$ cat src/pkg/kbc_cfg.svh
`ifndef KBC_CFG_SVH
`define KBC_CFG_SVH
`define CFG_ACTIVATE      8'h30
`define CFG_IRQ_PRI       8'h70
`define CFG_IRQ_SEC       8'h72
`define CFG_RST_GATE      8'hF0
`define PORT_DATA         8'h60
`define PORT_STAT         8'h64
`define ST_OBF            0
`define ST_IBF            1
`define ST_GP2            2
`define ST_CMD            3
`define CB_PTR_DIS        5
`define CMD_RD_CB         8'h20
`define CMD_WR_CB         8'h60
`define CMD_PW_TEST       8'hA4
`define CMD_PW_LOAD       8'hA5
`define CMD_PW_LOCK       8'hA6
`define CMD_PTR_DIS       8'hA7
`define CMD_PTR_EN        8'hA8
`define RSP_PW_YES        8'hFA
`define RSP_PW_NO         8'hF1
`define PW_END            8'h00
`define PW_DEPTH          8
`define CB_RESET          8'h00
`define ACT_ENABLE_BIT    0
`define APB_ADDR_SEL      32'h0000_0000
`define APB_ADDR_DATA     32'h0000_0004
`define APB_ADDR_STATUS   32'h0000_0008
`define APB_ADDR_CTRL     32'h0000_000C
`endif

$ cat src/pkg/kbc_pkg.sv
package kbc_pkg;
  typedef logic [7:0] byte_t;
  typedef enum logic [4:0] {
    ST_IDLE = 5'b00001,
    ST_CB   = 5'b00010,
    ST_PW   = 5'b00100,
    ST_LOCK = 5'b01000,
    ST_PASS = 5'b10000
  } kbc_state_e;
  typedef enum logic [3:0] {
    H_IDLE  = 4'b0001,
    H_SETUP = 4'b0010,
    H_ACC   = 4'b0100,
    H_DONE  = 4'b1000
  } host_state_e;
endpackage

$ cat src/pkg/kbc_if.sv
`timescale 1ns/1ps
`default_nettype none
interface kbc_if;
  logic       rd;
  logic       wr;
  logic [7:0] addr;
  logic       cfg;
  logic [7:0] wdata;
  logic [7:0] rdata;
  modport dev  (input rd, wr, addr, cfg, wdata, output rdata);
  modport host (output rd, wr, addr, cfg, wdata, input rdata);
endinterface
`default_nettype wire

$ cat src/core/kbc_device.sv
// Behaviour
// - data port read returns output buffer
// - data port write loads data, flag data
// - command port write loads command, flag set
// - status read returns status byte
// - status bit3 follows address line two
// - input full set on write, cleared consumed
// - output full set on load, cleared read
// - host reads data only when full
// - host writes only when input empty
// - data bytes forwarded except command parameters
// - command responses go to output buffer
// - command 20h returns command byte
// - command 60h loads next data byte
// - A4h answers FAh stored, F1h none
// - A5h stores characters until 00h
// - A6h locks until password entered, only if a password is stored
// - A7h sets bit5, holds pointer clock
// - A8h clears bit5, releases pointer clock
// - keyboard interrupt when data ready
// - unusable until activated; config registers
// - pointer interrupt separate line
`timescale 1ns/1ps
`default_nettype none
`include "kbc_cfg.svh"
module kbc_device (
  input  wire logic           i_clk,        // system clock
  input  wire logic           i_rstn,       // sync reset, low
  kbc_if.dev                  bus,          // host port
  input  wire logic           i_kbd_valid,  // received keyboard byte
  input  wire kbc_pkg::byte_t i_kbd_data,   // keyboard byte
  input  wire logic           i_ptr_valid,  // received pointer byte
  input  wire kbc_pkg::byte_t i_ptr_data,   // pointer byte
  output logic                o_kbd_valid,  // byte to keyboard
  output kbc_pkg::byte_t      o_kbd_data,   // byte to keyboard data
  output logic                o_ptr_clk_oe, // low while pointer clock pulled low
  output logic                o_kbd_irq,    // keyboard interrupt line
  output logic                o_ptr_irq,    // pointer interrupt line
  output kbc_pkg::byte_t      o_irq_pri,    // primary interrupt select
  output kbc_pkg::byte_t      o_irq_sec,    // secondary interrupt select
  output kbc_pkg::byte_t      o_rst_gate    // reset and high_address_gate select
);
  import kbc_pkg::*;
  kbc_state_e st_r;
  byte_t      act_r;
  byte_t      ibuf_r;
  byte_t      obuf_r;
  byte_t      cb_r;
  logic       obf_r;
  logic       ibf_r;
  logic       cmd_r;
  logic       ptr_src_r;
  logic [3:0] gp_r;
  byte_t      pw_r [`PW_DEPTH];
  logic [3:0] pw_len_r;
  logic [3:0] pw_idx_r;
  logic       pw_ok_r;
  logic       active;
  logic       hwr;
  logic       rd_data;
  logic       consume;
  logic       rsp_v;
  byte_t      rsp_d;

  assign active  = act_r[`ACT_ENABLE_BIT];
  assign hwr     = bus.wr && !bus.cfg && active && (bus.addr == `PORT_DATA ||
                   bus.addr == `PORT_STAT);
  assign rd_data = bus.rd && !bus.cfg && active && bus.addr == `PORT_DATA;
  assign consume = ibf_r;

  always_comb begin
    if (bus.cfg) begin
      unique case (bus.addr)
        `CFG_ACTIVATE: bus.rdata = act_r;
        `CFG_IRQ_PRI:  bus.rdata = o_irq_pri;
        `CFG_IRQ_SEC:  bus.rdata = o_irq_sec;
        `CFG_RST_GATE: bus.rdata = o_rst_gate;
        default:       bus.rdata = 8'h00;
      endcase
    end else if (!active) begin
      bus.rdata = 8'h00;
    end else if (bus.addr == `PORT_DATA) begin
      bus.rdata = obuf_r;
    end else if (bus.addr == `PORT_STAT) begin
      bus.rdata = {gp_r, cmd_r, 1'b0, ibf_r, obf_r};
    end else begin
      bus.rdata = 8'h00;
    end
  end

  always_ff @(posedge i_clk) begin
    if (!i_rstn) begin
      act_r      <= 8'h00;
      o_irq_pri  <= 8'h00;
      o_irq_sec  <= 8'h00;
      o_rst_gate <= 8'h00;
    end else if (bus.wr && bus.cfg) begin
      unique case (bus.addr)
        `CFG_ACTIVATE: act_r      <= bus.wdata;
        `CFG_IRQ_PRI:  o_irq_pri  <= bus.wdata;
        `CFG_IRQ_SEC:  o_irq_sec  <= bus.wdata;
        `CFG_RST_GATE: o_rst_gate <= bus.wdata;
        default: ;
      endcase
    end
  end

  // input buffer capture; set wins because the write branch is tested before consume
  always_ff @(posedge i_clk) begin
    if (!i_rstn) begin
      ibf_r  <= 1'b0;
      cmd_r  <= 1'b0;
      ibuf_r <= 8'h00;
    end else if (hwr) begin
      ibuf_r <= bus.wdata;
      ibf_r  <= 1'b1;
      cmd_r  <= bus.addr[2];
    end else if (consume) begin
      ibf_r  <= 1'b0;
    end
  end

  always_ff @(posedge i_clk) begin
    if (!i_rstn) begin
      gp_r <= 4'h0;
    end else begin
      gp_r <= {st_r == ST_LOCK, st_r == ST_PW, 2'b00};
    end
  end

  // command decode and parameter handling
  always_ff @(posedge i_clk) begin
    if (!i_rstn) begin
      st_r        <= ST_IDLE;
      cb_r        <= `CB_RESET;
      pw_len_r    <= 4'd0;
      pw_idx_r    <= 4'd0;
      pw_ok_r     <= 1'b1;
      o_kbd_valid <= 1'b0;
      o_kbd_data  <= 8'h00;
      rsp_v       <= 1'b0;
      rsp_d       <= 8'h00;
    end else begin
      o_kbd_valid <= 1'b0;
      rsp_v       <= 1'b0;
      if (consume) begin
        unique case (st_r)
          ST_CB: begin
            if (!cmd_r) cb_r <= ibuf_r;
            st_r <= ST_IDLE;
          end
          ST_PW: begin
            if (!cmd_r && ibuf_r == `PW_END) begin
              st_r <= ST_IDLE;
            end else if (!cmd_r) begin
              if (pw_len_r < 4'(`PW_DEPTH)) begin
                pw_r[pw_len_r[2:0]] <= ibuf_r;
                pw_len_r <= pw_len_r + 4'd1;
              end
            end else begin
              st_r <= ST_IDLE;
            end
          end
          ST_LOCK: begin
            // everything is swallowed until the password matches
            if (ibuf_r == `PW_END) begin
              if (pw_ok_r && pw_idx_r == pw_len_r) st_r <= ST_IDLE;
              pw_idx_r <= 4'd0;
              pw_ok_r  <= 1'b1;
            end else begin
              if (pw_idx_r >= pw_len_r || pw_r[pw_idx_r[2:0]] != ibuf_r) pw_ok_r <= 1'b0;
              if (pw_idx_r < 4'(`PW_DEPTH)) pw_idx_r <= pw_idx_r + 4'd1;
            end
          end
          default: begin
            if (!cmd_r) begin
              o_kbd_valid <= 1'b1;
              o_kbd_data  <= ibuf_r;
            end else begin
              unique case (ibuf_r)
                `CMD_RD_CB: begin
                  rsp_v <= 1'b1;
                  rsp_d <= cb_r;
                end
                `CMD_WR_CB: st_r <= ST_CB;
                `CMD_PW_TEST: begin
                  rsp_v <= 1'b1;
                  rsp_d <= (pw_len_r != 4'd0) ? `RSP_PW_YES : `RSP_PW_NO;
                end
                `CMD_PW_LOAD: begin
                  st_r     <= ST_PW;
                  pw_len_r <= 4'd0;
                end
                `CMD_PW_LOCK: begin
                  if (pw_len_r != 4'd0) begin
                    st_r     <= ST_LOCK;
                    pw_idx_r <= 4'd0;
                    pw_ok_r  <= 1'b1;
                  end
                end
                `CMD_PTR_DIS: cb_r[`CB_PTR_DIS] <= 1'b1;
                `CMD_PTR_EN:  cb_r[`CB_PTR_DIS] <= 1'b0;
                default: ;
              endcase
            end
          end
        endcase
      end
    end
  end

  // enable is low while the pointer clock pin is driven low
  assign o_ptr_clk_oe = !cb_r[`CB_PTR_DIS];

  // output buffer: responses first, then keyboard, then pointer
  always_ff @(posedge i_clk) begin
    if (!i_rstn) begin
      obf_r     <= 1'b0;
      obuf_r    <= 8'h00;
      ptr_src_r <= 1'b0;
    end else if (rsp_v) begin
      obf_r     <= 1'b1;
      obuf_r    <= rsp_d;
      ptr_src_r <= 1'b0;
    end else if (!obf_r && i_kbd_valid && st_r != ST_LOCK) begin
      obf_r     <= 1'b1;
      obuf_r    <= i_kbd_data;
      ptr_src_r <= 1'b0;
    end else if (!obf_r && i_ptr_valid && !cb_r[`CB_PTR_DIS] && st_r != ST_LOCK) begin
      obf_r     <= 1'b1;
      obuf_r    <= i_ptr_data;
      ptr_src_r <= 1'b1;
    end else if (rd_data) begin
      obf_r     <= 1'b0;
    end
  end

  assign o_kbd_irq = obf_r && !ptr_src_r;
  assign o_ptr_irq = obf_r && ptr_src_r;
endmodule
`default_nettype wire

$ cat src/flat_wrapper.sv
// flat-port wrapper written by rule: the top's interface ports become plain ports
module kbc_device_flat import kbc_pkg::*;
  (i_clk, i_rstn, i_kbd_valid, i_kbd_data, i_ptr_valid, i_ptr_data, o_kbd_valid, o_kbd_data, o_ptr_clk_oe, o_kbd_irq, o_ptr_irq, o_irq_pri, o_irq_sec, o_rst_gate, bus_rd, bus_wr, bus_addr, bus_cfg, bus_wdata, bus_rdata);
  kbc_if bus_i ();
  input  wire logic i_clk;
  input  wire logic i_rstn;
  input  wire logic i_kbd_valid;
  input  wire kbc_pkg::byte_t i_kbd_data;
  input  wire logic i_ptr_valid;
  input  wire kbc_pkg::byte_t i_ptr_data;
  output logic o_kbd_valid;
  output kbc_pkg::byte_t o_kbd_data;
  output logic o_ptr_clk_oe;
  output logic o_kbd_irq;
  output logic o_ptr_irq;
  output kbc_pkg::byte_t o_irq_pri;
  output kbc_pkg::byte_t o_irq_sec;
  output kbc_pkg::byte_t o_rst_gate;
  input wire logic [$bits(bus_i.rd)-1:0] bus_rd;
  input wire logic [$bits(bus_i.wr)-1:0] bus_wr;
  input wire logic [$bits(bus_i.addr)-1:0] bus_addr;
  input wire logic [$bits(bus_i.cfg)-1:0] bus_cfg;
  input wire logic [$bits(bus_i.wdata)-1:0] bus_wdata;
  output wire logic [$bits(bus_i.rdata)-1:0] bus_rdata;
  assign bus_i.rd = bus_rd;
  assign bus_i.wr = bus_wr;
  assign bus_i.addr = bus_addr;
  assign bus_i.cfg = bus_cfg;
  assign bus_i.wdata = bus_wdata;
  assign bus_rdata = bus_i.rdata;
  kbc_device u_core (.i_clk(i_clk), .i_rstn(i_rstn), .bus(bus_i), .i_kbd_valid(i_kbd_valid), .i_kbd_data(i_kbd_data), .i_ptr_valid(i_ptr_valid), .i_ptr_data(i_ptr_data), .o_kbd_valid(o_kbd_valid), .o_kbd_data(o_kbd_data), .o_ptr_clk_oe(o_ptr_clk_oe), .o_kbd_irq(o_kbd_irq), .o_ptr_irq(o_ptr_irq), .o_irq_pri(o_irq_pri), .o_irq_sec(o_irq_sec), .o_rst_gate(o_rst_gate));
endmodule
$ cat config.mk
export PLATFORM = sky130hd
export DESIGN_NAME = kbc_device_flat
export DESIGN_NICKNAME = d
export VERILOG_FILES = /design/src/pkg/kbc_pkg.sv /design/src/pkg/kbc_if.sv /design/src/core/kbc_device.sv /design/src/flat_wrapper.sv
export VERILOG_INCLUDE_DIRS = /design/src /design/src/pkg
export SDC_FILE = /design/constraint.sdc
export NUM_CORES = 1
export LEC_CHECK = 0
export CAP_MARGIN = 0
export CORE_ASPECT_RATIO = 0.5
export CORE_UTILIZATION = 50
export CTS_BUF_LIST = sky130_fd_sc_hd__clkbuf_8
export DETAILED_ROUTE_END_ITERATION = 12
export DONT_BUFFER_PORTS = 1
export MAX_ROUTING_LAYER = met4
export SYNTH_ARGS = -nofsm -noshare
export SYNTH_HDL_FRONTEND = slang
export SYNTH_SLANG_ARGS = --single-unit
$ cat constraint.sdc
create_clock -name i_clk -period 5.3 [get_ports i_clk]
set_input_delay 0.795 -clock i_clk [delete_from_list [all_inputs] [get_ports i_clk]]
set_output_delay 0.795 -clock i_clk [all_outputs]
set_load 0.03 [all_outputs]
==> results.ini <==
[floorplan]
std_cell_rows = 30
die_y_um = 86.0
start_util_pct = 51.6
die_area_um2 = 14600
core_um2 = 13700
fp.dieW_um = 170
ios = 83

[worst_setup_path]
arrival_ns = 3.04
critPathTopFamily = simple AND/OR/NAND/NOR gates
r2r_cells = 5
r2r-end = u_core.pw_r[7][2]
cp_num_buf_inv = 0
max_stage_delay_ns = 0.66
rrSetupSlack_ns = 2.41
critical_path.endpoint_type = output pin
worst-setup-path-type = primary input to output pin
required_ns = 4.51
r2r-start = u_core.st_r[3]
worst_setup_path_start_kind = primary input
crit_path_max_fanout = 8
crit_path_top_delay_cell = or4b_1
cp_cell_sequence = or3b_1 -> or4b_1 -> nor3_4 -> a222oi_1 -> a21boi_0 -> o22ai_1

[synthesis]
synth_top_family_by_area = multiplexers
yosys_register_bits = 160
synth_edf_count = 64
syn_area_um2 = 7060
muxShareOfSynthArea_pct = 15.7
synth_compound_area_share_pct = 8.69
ys_types = 60
synthArstFlopShare_pct = 0
yosysTopAreaCellShare_pct = 27.2
yosysWarnings = 0
synth_cells = 632
synth-adder-area-share_pct = 1.42
synth-simple-area-share_pct = 15.0
synth_ff_type = dfxtp_1
synth_area_leaders = dfxtp_1 (27%), edfxtp_1 (27%), mux2i_1 (11%)
ys_seq_area_share_pct = 54.5
synth_top_area_cell = dfxtp_1
synth_xor_area_share_pct = 1.37
avgSynthCellArea_um2 = 11.2
synth_nets = 679

[power_and_ir_drop]
p_leak_nw = 2.87
peakVddDrop_mv = 0.155
power_mw = 2.13
power_density_nw_per_um2 = 284

[clock_network]
cts_tree = yes
cts.repair.resized = 0
cts_root_buffer = clkbuf_8
post_cts.repair.setup_buffers = 0
cts_max_path_buffers = 2
htree_levels = 4
cts_hold_buf = 0
cts.clk_slew.worst_paths_ns = 0.08
insertion_delay_ns = 0.44
cts_buffers = 17
cts_sinks = 160

[final_layout]
area.growth.synth_to_final_pct = 6.22
final_cell_count_no_fill = 816
antenna_cells = 0
multi_input_area_um2 = 3000
nNetsFinal = 658
final_cell_mix = dfxtp_1 (96), nor2_1 (90), mux2i_1 (79), edfxtp_1 (64), nand2_1 (43)
largest_reg_flops = 64
drive_gt1_share_pct = 9.62
mostFrequentLayoutCell = dfxtp_1
final-seq-area_um2 = 3840
postLayoutCellArea_um2 = 7490
nFillCells = 1226

[sta]
finalSetupViolations = 0
max_freq_mhz = 261
max-slew-margin-rel_pct = 29.4
clock_skew_ns = 0.0145
slew_violations = 0
setup_tns_ns = 0
period_needed_ns = 3.84
finalCritPeriodShare_pct = 72.4
hold_viol = 0
worstMarginPinSlew_ns = 1.04
rsz0062_at_grt = no

[global_route]
grt_max_degree = 84
busiest_layer = met2
antenna_found_initial = 0
use_met3_pct = 5.91
use_met2_pct = 34.9
grt_pass1_wl_um = 25300
use_met1_pct = 33.4
grtUsageTotal_pct = 24.0
grt_overflow = 0
grt_pass1_vias = 4427

[drt]
routedWlPerCell_um = 19.9
vias = 4758
route.detailed.drc = 0
viasPerCell = 5.83
drt_iter0_markers = 356
routed_wirelength_um = 16300
ant_nets = 0
dr.pass1.iters = 5

[flow_run]
cap_violations = 0

[status]
status = completed

[placed_design]
port_buffers = 0
gp_congestion = 0.938
dpl-instance-area_um2 = 7150
dp_cells = 784
post-dp-hpwl_um = 11100

[worst_hold_path]
min_path_type = primary input to register
hp-start = i_rstn
holdPathStages = 1
holdPathEnd = u_core.st_r[0]

## Yosys cell counts (11+ instances only)
library cell and count:
o21ai_0 18, a21oi_1 19, nand2_1 43, nand3_1 17, clkbuf_1 29, inv_1 11, edfxtp_1 64, nor2_1 90
dfxtp_1 96, mux4_2 13, mux2i_1 79
## cell type report
| class | count | area share (%) |
|---|---|---|
| Sequential cell | 160 | 51.3 |
| Clock buffer | 17 | 3.12 |
| Multi-Input combinational cell | 417 | 40.0 |
| Tap cell | 192 | 3.21 |
| Timing Repair Buffer | 3 | 0.301 |
| Inverter | 12 | 0.601 |
| Clock inverter | 15 | 1.47 |
## power by group
part / switching, mW / total [mW] / internal (mW)
Clock: 0.470 / 0.798 / 0.329
Combinational: 0.0293 / 0.0494 / 0.0201
Sequential: 0.00587 / 1.28 / 1.27
Total: 0.505 / 2.13 / 1.62
## cells by family (layout without fill, tap and decap cells)
kind of cell | Yosys count | after routing
and+or+nand+nor | 214 | 214
DFF | 160 | 160
muxes | 94 | 94
AOI/OAI and AO/OA | 90 | 90
buffers and inverters | 55 | 47
xor gates and xnor gates | 11 | 11
adders and majority gates | 8 | 8
## through the flow
step / hold WS (ns) / setup slack [ns] / util, %
after floorplan: 0.436 / 1.69 / -
after global placement: 0.444 / 1.52 / 52.3
after detailed placement: 0.452 / 1.48 / 52.3
after CTS: 0.421 / 1.47 / 54.9
after global routing: 0.425 / 1.36 / 54.9
final: 0.443 / 1.46 / 54.9
## per-layer routing
metal,routed length [um],vias up
met5,0,-
met3,1160,14
met4,153,0
met2,7090,164
met1,7860,2308
li1,-,2272
## worst max-delay path by stage
| stage | startpoint | to | slack (ns) | cells after the start |
|---|---|---|---|---|
| 6_report | bus_addr[0] | bus_rdata[3] | 1.46 | 6 |
| 3_3_place_gp | bus_addr[0] | bus_rdata[3] | 1.52 | 6 |
| 4_1_cts | bus_addr[0] | bus_rdata[3] | 1.47 | 6 |
| 3_5_place_dp | bus_addr[0] | bus_rdata[3] | 1.48 | 6 |
| 5_1_grt | bus_addr[0] | bus_rdata[0] | 1.36 | 6 |
| 2_1_floorplan | bus_addr[0] | bus_rdata[0] | 1.69 | 7 |
No activity file was read; power rests on OpenSTA's default activity.
